## src/ufo_defines.svh

```systemverilog
/*
 * Offsets, field positions, reset values and timing counts for the
 * upstream port failover controller.
 * Assumes a 250 MHz core clock and byte addresses on the register bus.
 */
`ifndef UFO_DEFINES_SVH
`define UFO_DEFINES_SVH

// ****************************************************
// Register byte offsets
// ****************************************************
`define UFO_OFF_STATUS 12'h470
`define UFO_OFF_CONTROL 12'h474
`define UFO_OFF_WDOG 12'h478
`define UFO_OFF_IRQ_EN 12'h480
`define UFO_OFF_IRQ_CLR 12'h484
`define UFO_OFF_IRQ_STS 12'h488
`define UFO_OFF_PIN_CFG 12'h48C

// ****************************************************
// Field positions
// ****************************************************
`define UFO_STS_ENABLED 0
`define UFO_STS_CUR_PORT 1
`define UFO_STS_DONE 2
`define UFO_STS_STARTED 3
`define UFO_CTL_SELECT 0
`define UFO_CTL_SIG_EN 1
`define UFO_CTL_TIM_EN 2
`define UFO_IRQ_STARTED 0
`define UFO_IRQ_DONE 1
`define UFO_IRQ_WDOG 2
`define UFO_PIN_ALT 0

// ****************************************************
// Reset values and timing
// ****************************************************
`define UFO_WDOG_RST 32'h0000_0000
`define UFO_IRQ_RST 3'h0
`define UFO_CLK_NS 4
`define UFO_TICK_NS 1000
`define UFO_TICK_CYC ((`UFO_TICK_NS + `UFO_CLK_NS - 1) / `UFO_CLK_NS)
`define UFO_SWAP_CYC 16

`endif

```

## src/ufo_pkg.sv

```systemverilog
/*
 * Types shared by the upstream port failover controller.
 * Assumes nothing of its surroundings.
 */
package ufo_pkg;

	// Failover sequencer states
	typedef enum logic [0:0] {
		UFO_ST_IDLE = 1'b0,
		UFO_ST_BUSY = 1'b1
	} ufo_state_t;

	// Control fields held together
	typedef struct packed {
		logic tim_en;
		logic sig_en;
		logic select;
	} ufo_ctl_t;

	// Events that feed the interrupt status
	typedef struct packed {
		logic wdog;
		logic done;
		logic started;
	} ufo_evt_t;

endpackage

```

## src/ufo_ctrl.sv

```systemverilog
/*
 * Upstream port failover controller: status, control, watchdog and
 * interrupt registers on a classic Wishbone slave, plus the failover
 * sequencer. Assumes straps are stable around the release of rstn and
 * that the select pin is already synchronous to clk.
 */
// Our own choice: the Wishbone interface to the registers.
`timescale 1ns/100ps
`default_nettype none
`include "ufo_defines.svh"

module ufo_ctrl import ufo_pkg::*; (
	input wire logic clk,
	input wire logic rstn,
	input wire logic strap_failover_mode,
	input wire logic strap_upstream_port,
	input wire logic strap_signal_enable,
	input wire logic strap_timer_enable,
	input wire logic gpio_pin_in,
	input wire logic wb_cyc_i,
	input wire logic wb_stb_i,
	input wire logic wb_we_i,
	input wire logic [11:0] wb_adr_i,
	input wire logic [3:0] wb_sel_i,
	input wire logic [31:0] wb_dat_i,
	output logic [31:0] wb_dat_o,
	output logic wb_ack_o,
	output logic irq_o,
	output logic upstream_port_o,
	output logic failover_busy_o
);

	// ****************************************************
	// Functions
	// ****************************************************

	// Word match, byte lanes ignored
	function automatic logic hit(input logic [11:0] adr,
		input logic [11:0] off);
		hit = (adr[11:2] == off[11:2]);
	endfunction

	// Byte-enable merge of a write into a word
	function automatic logic [31:0] merge(input logic [31:0] old,
		input logic [31:0] dat, input logic [3:0] sel);
		logic [31:0] res;
		res = old;
		for (int i = 0; i < 4; i++) begin
			if (sel[i]) begin
				res[i*8 +: 8] = dat[i*8 +: 8];
			end
		end
		merge = res;
	endfunction

	// ****************************************************
	// State
	// ****************************************************
	logic init_done_r;
	logic mode_r;
	logic cur_port_r;
	ufo_ctl_t ctl_r;
	ufo_ctl_t ctl_nxt;
	logic done_flag_r;
	logic started_flag_r;
	logic [31:0] wdog_r;
	logic [31:0] wdog_nxt;
	logic [7:0] tick_cnt_r;
	logic tick_r;
	ufo_state_t state_r;
	logic [7:0] swap_cnt_r;
	logic target_r;
	logic alt_en_r;
	ufo_evt_t irq_sts_r;
	ufo_evt_t irq_en_r;
	ufo_evt_t irq_sts_nxt;
	logic ack_r;
	logic [31:0] rdat_r;
	logic [31:0] rdat;

	// ****************************************************
	// Bus decode
	// ****************************************************
	wire req = wb_cyc_i & wb_stb_i & ~ack_r;
	wire wr = req & wb_we_i;
	wire wr_sts = wr & hit(wb_adr_i, `UFO_OFF_STATUS) & wb_sel_i[0];
	wire wr_ctl = wr & hit(wb_adr_i, `UFO_OFF_CONTROL) & wb_sel_i[0];
	wire wr_wdog = wr & hit(wb_adr_i, `UFO_OFF_WDOG);
	wire wr_ien = wr & hit(wb_adr_i, `UFO_OFF_IRQ_EN) & wb_sel_i[0];
	wire wr_iclr = wr & hit(wb_adr_i, `UFO_OFF_IRQ_CLR) & wb_sel_i[0];
	wire wr_pin = wr & hit(wb_adr_i, `UFO_OFF_PIN_CFG) & wb_sel_i[0];

	// ****************************************************
	// Microsecond tick and watchdog
	// ****************************************************
	wire tick_wrap = (tick_cnt_r == 8'(`UFO_TICK_CYC - 1));
	// A bus write wins over the decrement in the same cycle
	assign wdog_nxt = wr_wdog ? merge(wdog_r, wb_dat_i, wb_sel_i) :
		(tick_r && wdog_r != 32'h0000_0000) ? wdog_r - 32'h0000_0001 :
		wdog_r;
	// Only the one-to-zero step counts, not sitting at zero
	wire wdog_fire = tick_r & ~wr_wdog & (wdog_r == 32'h0000_0001);

	// Divider for the 1 us enable pulse
	always_ff @(posedge clk or negedge rstn) begin
		if (!rstn) begin
			tick_cnt_r <= 8'h00;
			tick_r <= 1'b0;
		end else begin
			tick_cnt_r <= tick_wrap ? 8'h00 : tick_cnt_r + 8'h01;
			tick_r <= tick_wrap;
		end
	end

	// Watchdog count, steps down once per tick and holds at zero until written
	always_ff @(posedge clk or negedge rstn) begin
		if (!rstn) begin
			wdog_r <= `UFO_WDOG_RST;
		end else begin
			wdog_r <= wdog_nxt;
		end
	end

	// ****************************************************
	// Failover start sources
	// ****************************************************
	wire idle = (state_r == UFO_ST_IDLE);
	wire live = mode_r & init_done_r & idle;
	// Pin only counts when routed to its alternate function
	wire pin_sel = alt_en_r & gpio_pin_in;
	wire sw_start = live & wr_ctl &
		(wb_dat_i[`UFO_CTL_SELECT] != cur_port_r);
	wire sig_start = live & ctl_r.sig_en & alt_en_r &
		(pin_sel != cur_port_r);
	wire tim_start = live & ctl_r.tim_en & wdog_fire;
	wire start = sw_start | sig_start | tim_start;
	// Software first, then pin, then timer which toggles the port
	wire start_target = sw_start ? wb_dat_i[`UFO_CTL_SELECT] :
		sig_start ? pin_sel : ~cur_port_r;
	wire done = (state_r == UFO_ST_BUSY) &
		(swap_cnt_r == 8'(`UFO_SWAP_CYC - 1));

	// ****************************************************
	// Failover sequencer
	// ****************************************************
	always_ff @(posedge clk or negedge rstn) begin
		if (!rstn) begin
			state_r <= UFO_ST_IDLE;
			swap_cnt_r <= 8'h00;
			target_r <= 1'b0;
		end else begin
			unique case (state_r)
				UFO_ST_IDLE: begin
					swap_cnt_r <= 8'h00;
					if (start) begin
						state_r <= UFO_ST_BUSY;
						target_r <= start_target;
					end
				end
				UFO_ST_BUSY: begin
					swap_cnt_r <= swap_cnt_r + 8'h01;
					if (done) begin
						state_r <= UFO_ST_IDLE;
					end
				end
			endcase
		end
	end

	// ****************************************************
	// Strap capture, current port and control fields
	// ****************************************************
	// Written select is kept even outside failover mode; one written while busy is replaced by target_r at completion
	always_comb begin
		ctl_nxt = ctl_r;
		if (wr_ctl) begin
			ctl_nxt.select = wb_dat_i[`UFO_CTL_SELECT];
			ctl_nxt.sig_en = wb_dat_i[`UFO_CTL_SIG_EN];
			ctl_nxt.tim_en = wb_dat_i[`UFO_CTL_TIM_EN];
		end
		if (done) begin
			ctl_nxt.select = target_r;
		end
	end

	// Straps are caught on the first edge after release, not in reset
	always_ff @(posedge clk or negedge rstn) begin
		if (!rstn) begin
			init_done_r <= 1'b0;
			mode_r <= 1'b0;
			cur_port_r <= 1'b0;
			ctl_r <= '0;
		end else if (!init_done_r) begin
			init_done_r <= 1'b1;
			mode_r <= strap_failover_mode;
			cur_port_r <= strap_upstream_port;
			ctl_r <= '{tim_en: strap_timer_enable,
				sig_en: strap_signal_enable,
				select: strap_upstream_port};
		end else begin
			ctl_r <= ctl_nxt;
			if (done) begin
				cur_port_r <= target_r;
			end
		end
	end

	// ****************************************************
	// Sticky change flags
	// ****************************************************
	// Hardware set wins over a write-one clear in the same cycle
	always_ff @(posedge clk or negedge rstn) begin
		if (!rstn) begin
			done_flag_r <= 1'b0;
			started_flag_r <= 1'b0;
		end else begin
			done_flag_r <= done |
				(done_flag_r & ~(wr_sts & wb_dat_i[`UFO_STS_DONE]));
			started_flag_r <= start |
				(started_flag_r &
				~(wr_sts & wb_dat_i[`UFO_STS_STARTED]));
		end
	end

	// ****************************************************
	// Interrupt registers
	// ****************************************************
	wire [2:0] iclr = wr_iclr ? wb_dat_i[2:0] : 3'h0;
	assign irq_sts_nxt = ufo_evt_t'({wdog_fire, done, start} |
		(irq_sts_r & ~iclr));

	// Level output, registered from the next status
	always_ff @(posedge clk or negedge rstn) begin
		if (!rstn) begin
			irq_sts_r <= `UFO_IRQ_RST;
			irq_en_r <= `UFO_IRQ_RST;
			alt_en_r <= 1'b0;
			irq_o <= 1'b0;
		end else begin
			irq_sts_r <= irq_sts_nxt;
			if (wr_ien) begin
				irq_en_r <= wb_dat_i[2:0];
			end
			if (wr_pin) begin
				alt_en_r <= wb_dat_i[`UFO_PIN_ALT];
			end
			irq_o <= |(irq_sts_nxt & (wr_ien ? wb_dat_i[2:0] : irq_en_r));
		end
	end

	// ****************************************************
	// Read mux and bus answer
	// ****************************************************
	// While busy the last written select shows, else the live port
	wire rd_select = idle ? cur_port_r : ctl_r.select;
	wire [31:0] rd_sts = {28'h000_0000, started_flag_r, done_flag_r,
		cur_port_r, mode_r};
	wire [31:0] rd_ctl = {29'h0000_0000, ctl_r.tim_en, ctl_r.sig_en,
		rd_select};
	// Unmapped and write-only words read as zero
	assign rdat = hit(wb_adr_i, `UFO_OFF_STATUS) ? rd_sts :
		hit(wb_adr_i, `UFO_OFF_CONTROL) ? rd_ctl :
		hit(wb_adr_i, `UFO_OFF_WDOG) ? wdog_r :
		hit(wb_adr_i, `UFO_OFF_IRQ_EN) ? {29'h0000_0000, irq_en_r} :
		hit(wb_adr_i, `UFO_OFF_IRQ_STS) ? {29'h0000_0000, irq_sts_r} :
		hit(wb_adr_i, `UFO_OFF_PIN_CFG) ? {31'h0000_0000, alt_en_r} :
		32'h0000_0000;

	// One-cycle ack, every address answered
	always_ff @(posedge clk or negedge rstn) begin
		if (!rstn) begin
			ack_r <= 1'b0;
			rdat_r <= 32'h0000_0000;
		end else begin
			ack_r <= req;
			if (req) begin
				rdat_r <= rdat;
			end
		end
	end

	// Outputs come straight from flip-flops
	assign wb_ack_o = ack_r;
	assign wb_dat_o = rdat_r;
	assign upstream_port_o = cur_port_r;
	assign failover_busy_o = state_r;

endmodule
`default_nettype wire

```

## config.mk

```make
export PLATFORM = sky130hd
export DESIGN_NAME = ufo_ctrl
export DESIGN_NICKNAME = d
export VERILOG_FILES = /design/src/ufo_pkg.sv /design/src/ufo_ctrl.sv
export VERILOG_INCLUDE_DIRS = /design/src
export SDC_FILE = /design/constraint.sdc
export NUM_CORES = 1
export LEC_CHECK = 0
export ABC_AREA = 1
export BUFFER_PORTS_ARGS = -buffer_cell sky130_fd_sc_hd__buf_2
export CORE_ASPECT_RATIO = 2
export CORE_MARGIN = 2
export CORE_UTILIZATION = 55
export CTS_CLUSTER_SIZE = 28
export DETAILED_ROUTE_END_ITERATION = 16
export PLACE_DENSITY = 0.78
export SLEW_MARGIN = 0
export SYNTH_ARGS = -nofsm -noshare
export SYNTH_HDL_FRONTEND = slang
export SYNTH_SLANG_ARGS = --single-unit
export TNS_END_PERCENT = 20
```

## constraint.sdc

```tcl
create_clock -name clk -period 3.69 [get_ports clk]
set_input_delay 0.738 -clock clk [delete_from_list [all_inputs] [get_ports clk]]
set_output_delay 0.738 -clock clk [all_outputs]
set_load 0.005 [all_outputs]
```

==> impl_metrics.toml <==
[timing]
final.setup.worst_slack_ns = 1.28
worstMarginPinSlew_ns = 0.764
clock_skew_ns = 0.0112
final_max_slew_viol_count = 0
hold_violations = 0
rsz0062_at_grt = "no"
relSlewSlack = 0.487
fin_setup_tns_ns = 0
fmaxAchievable_mhz = 416
fin_crit_sh = 0.652
setup_viol = 0
fin_crit_ns = 2.41

[global_routing]
grt_pass1_wl_um = 25500
gr-total-overflow = 0
grt_max_degree = 53
grt_usage = 0.304
grt_pass1_vias = 5448
antenna_found_initial = 0

[clock_tree]
cts_setup_buffers = 0
hold_buffers = 0
cts_buffer_depth = 2
cts_tree = "built"
clockRootBuffer = "clkbuf_16"
cts-resized-gates = 0
clock_latency_ns = 0.36
clock_sinks = 100
htree_levels = 3
cts_buffers = 9
path_clk_slew_ns = 0.08

[critical_path]
rr_endpoint = "target_r"
cp_common_cell = "nand3_1"
crit_arrival_ns = 2.67
regToRegStartpoint = "wb_ack_o"
cp_cell_sequence = "inv_2 -> nand3_1 -> nor2_1 -> nand4_2 -> nand4_1 -> nand3_1 -> o21ai_0"
critical_path_class = "reg2reg"
endpoint_kind = "register"
reg2reg_depth = 7
r2r_setup_slack_ns = 1.28
slowest_stage = "nand4_2"
critPathMaxFanout = 17
worst_setup_path_start_kind = "register"
cpLargestDelayFamily = "simple AND/OR/NAND/NOR gates"
slowest_delay_ns = 0.48
cp_num_buf_inv = 1
cp.required_ns = 3.96

[routing]
wl_met3_um = 495
antenna_left = 0
drt-pass1-iter-count = 5
via_per_inst = 5.41
drt_iter0_drc = 313
wl_met1_um = 5590
vias = 5441
wl_met2_um = 8810
drc = 0
routed_wl_um = 16100
routed.top_layer = "met4"
avgRoutedWirePerCell_um = 16.0

[logic_synthesis]
synth_ff_type = "dfrtp_1"
synth.distinct_cells = 36
synth-edff-count = 0
syn_nets = 837
ys_warn_count = 0
synth_top_area_frac = 0.440
netlist_area_um2 = 5680
async_reset_ff_frac = 1.00
seq_area_frac_synth = 0.440
synth_top_cell_by_area = "dfrtp_1"
synth_seq_cells = 100
syn_inst = 773
synth_area_leaders = "dfrtp_1 (44%), nand2_1 (15%), nor2_1 (6.4%)"
avgSynthCellArea_um2 = 7.35

[power_and_ir_drop]
p_per_area_nw_per_um2 = 361
ir_drop_mv = 0.352
leakagePower_nw = 3.27

[final_layout]
design_area_um2 = 6560
mostFrequentLayoutCell = "nand2_1"
diodes = 0
drive_gt1_frac = 0.184
multi_input_comb_area_um2 = 2760
fin_cells = 1005
layout_common_cells = "nand2_1 (223), dfrtp_1 (100), nor2_1 (97), buf_2 (90), inv_1 (83)"
final_util = 0.650
regArea_um2 = 2500
syn_to_final_growth_pct = 15.4
n_fill_cell = 916
nets = 929

[placement]
dp_hpwl_um = 12600
gp_congestion = 0.965
dp_cells = 989
portBuffers = 91
place_area_um2 = 6260
preCtsSetupSlack_ns = 0.924

[floorplanning]
die_h_um = 148
ios = 94
dieArea_um2 = 11200
design.core.area_um2 = 10100
die_x_um = 75.9
rows = 52
start_util = 0.563

[job]
cap_violations = 0

[min_path]
hold_class = "in2async"

[outcome]
status = "finished, final reports clean"
==> cells in the mapped netlist (12+ instances only) <==
library cell,number
o21ai_0,65
inv_1,83
nand2_1,223
dfrtp_1,100
nand3_1,60
nand4_1,13
xor2_1,20
nor2_1,97
nor3_1,12
a21oi_1,17
==> final cells by class <==
type                    instances  share of cell area
clock buffers                   9              0.0344
flip-flops and latches        100               0.382
multi-input cells             570               0.421
inverters                      88              0.0506
well taps                     135              0.0258
repair buffers                 96              0.0756
clock inverters                 7              0.0113
==> stage by stage <==
| step | hold slack [ns] | power, mW |
|---|---|---|
| after global routing | 0.463 | 2.46 |
| after global placement | 0.450 | 1.42 |
| final | 0.407 | 2.37 |
| after CTS | 0.431 | 2.37 |
| after floorplan | 0.433 | 1.31 |
| after detailed placement | 0.454 | 1.43 |
==> worst register-to-register path, stage by stage, from the launching register on <==
cell     delay [ns]
dfrtp_1        0.43
inv_2          0.06
nand3_1        0.28
nor2_1         0.33
nand4_2        0.48
nand4_1        0.33
nand3_1        0.19
o21ai_0        0.23
==> how the worst max path moves through the flow <==
| stage | slack (ns) | end | start | cells after the start |
|---|---|---|---|---|
| 2_1_floorplan | 1.69 | wdog_r[29] | wb_adr_i[11] | 10 |
| 3_3_place_gp | 0.95 | irq_o | wb_cyc_i | 8 |
| 3_5_place_dp | 0.92 | target_r | wb_cyc_i | 7 |
| 4_1_cts | 1.28 | target_r | wb_ack_o | 7 |
| 5_1_grt | 1.04 | target_r | wb_ack_o | 7 |
| 6_report | 1.28 | target_r | wb_ack_o | 7 |
==> layer usage <==
metal	track usage	vias up
met2	0.535	180
met4	0.215	0
met5	0	-
li1	-	2642
met3	0.0409	69
met1	0.311	2550
==> state kept, by name, summed over array words and instances, names as in the netlist, 3 cells and up <==
name / flops
tick_cnt_r: 8
irq_sts_r: 3
ctl_r: 3
swap_cnt_r: 8
irq_en_r: 3
wb_dat_o: 32
wdog_r: 32
==> power by group <==
| part | internal [mW] | total, mW | leakage (nW) | switching (mW) |
|---|---|---|---|---|
| sequential | 1.15 | 1.19 | 1.20 | 0.0442 |
| combinational | 0.0768 | 0.218 | 1.92 | 0.142 |
| clock | 0.482 | 0.957 | 0.148 | 0.475 |
| total | 1.71 | 2.37 | 3.27 | 0.661 |
==> cells by family (layout without fill, tap and decap cells) <==
group | Yosys count | after routing | synth area share
xor gates and xnor gates | 21 | 21 | 0.0324
buffers and inverters | 103 | 200 | 0.0740
and+or+nand+nor | 442 | 442 | 0.342
adders and majority gates | 6 | 6 | 0.0132
DFF | 100 | 100 | 0.440
AOI/OAI and AO/OA | 100 | 100 | 0.0971
other | 1 | 1 | 0.000660
No activity file was read; power rests on OpenSTA's default activity.
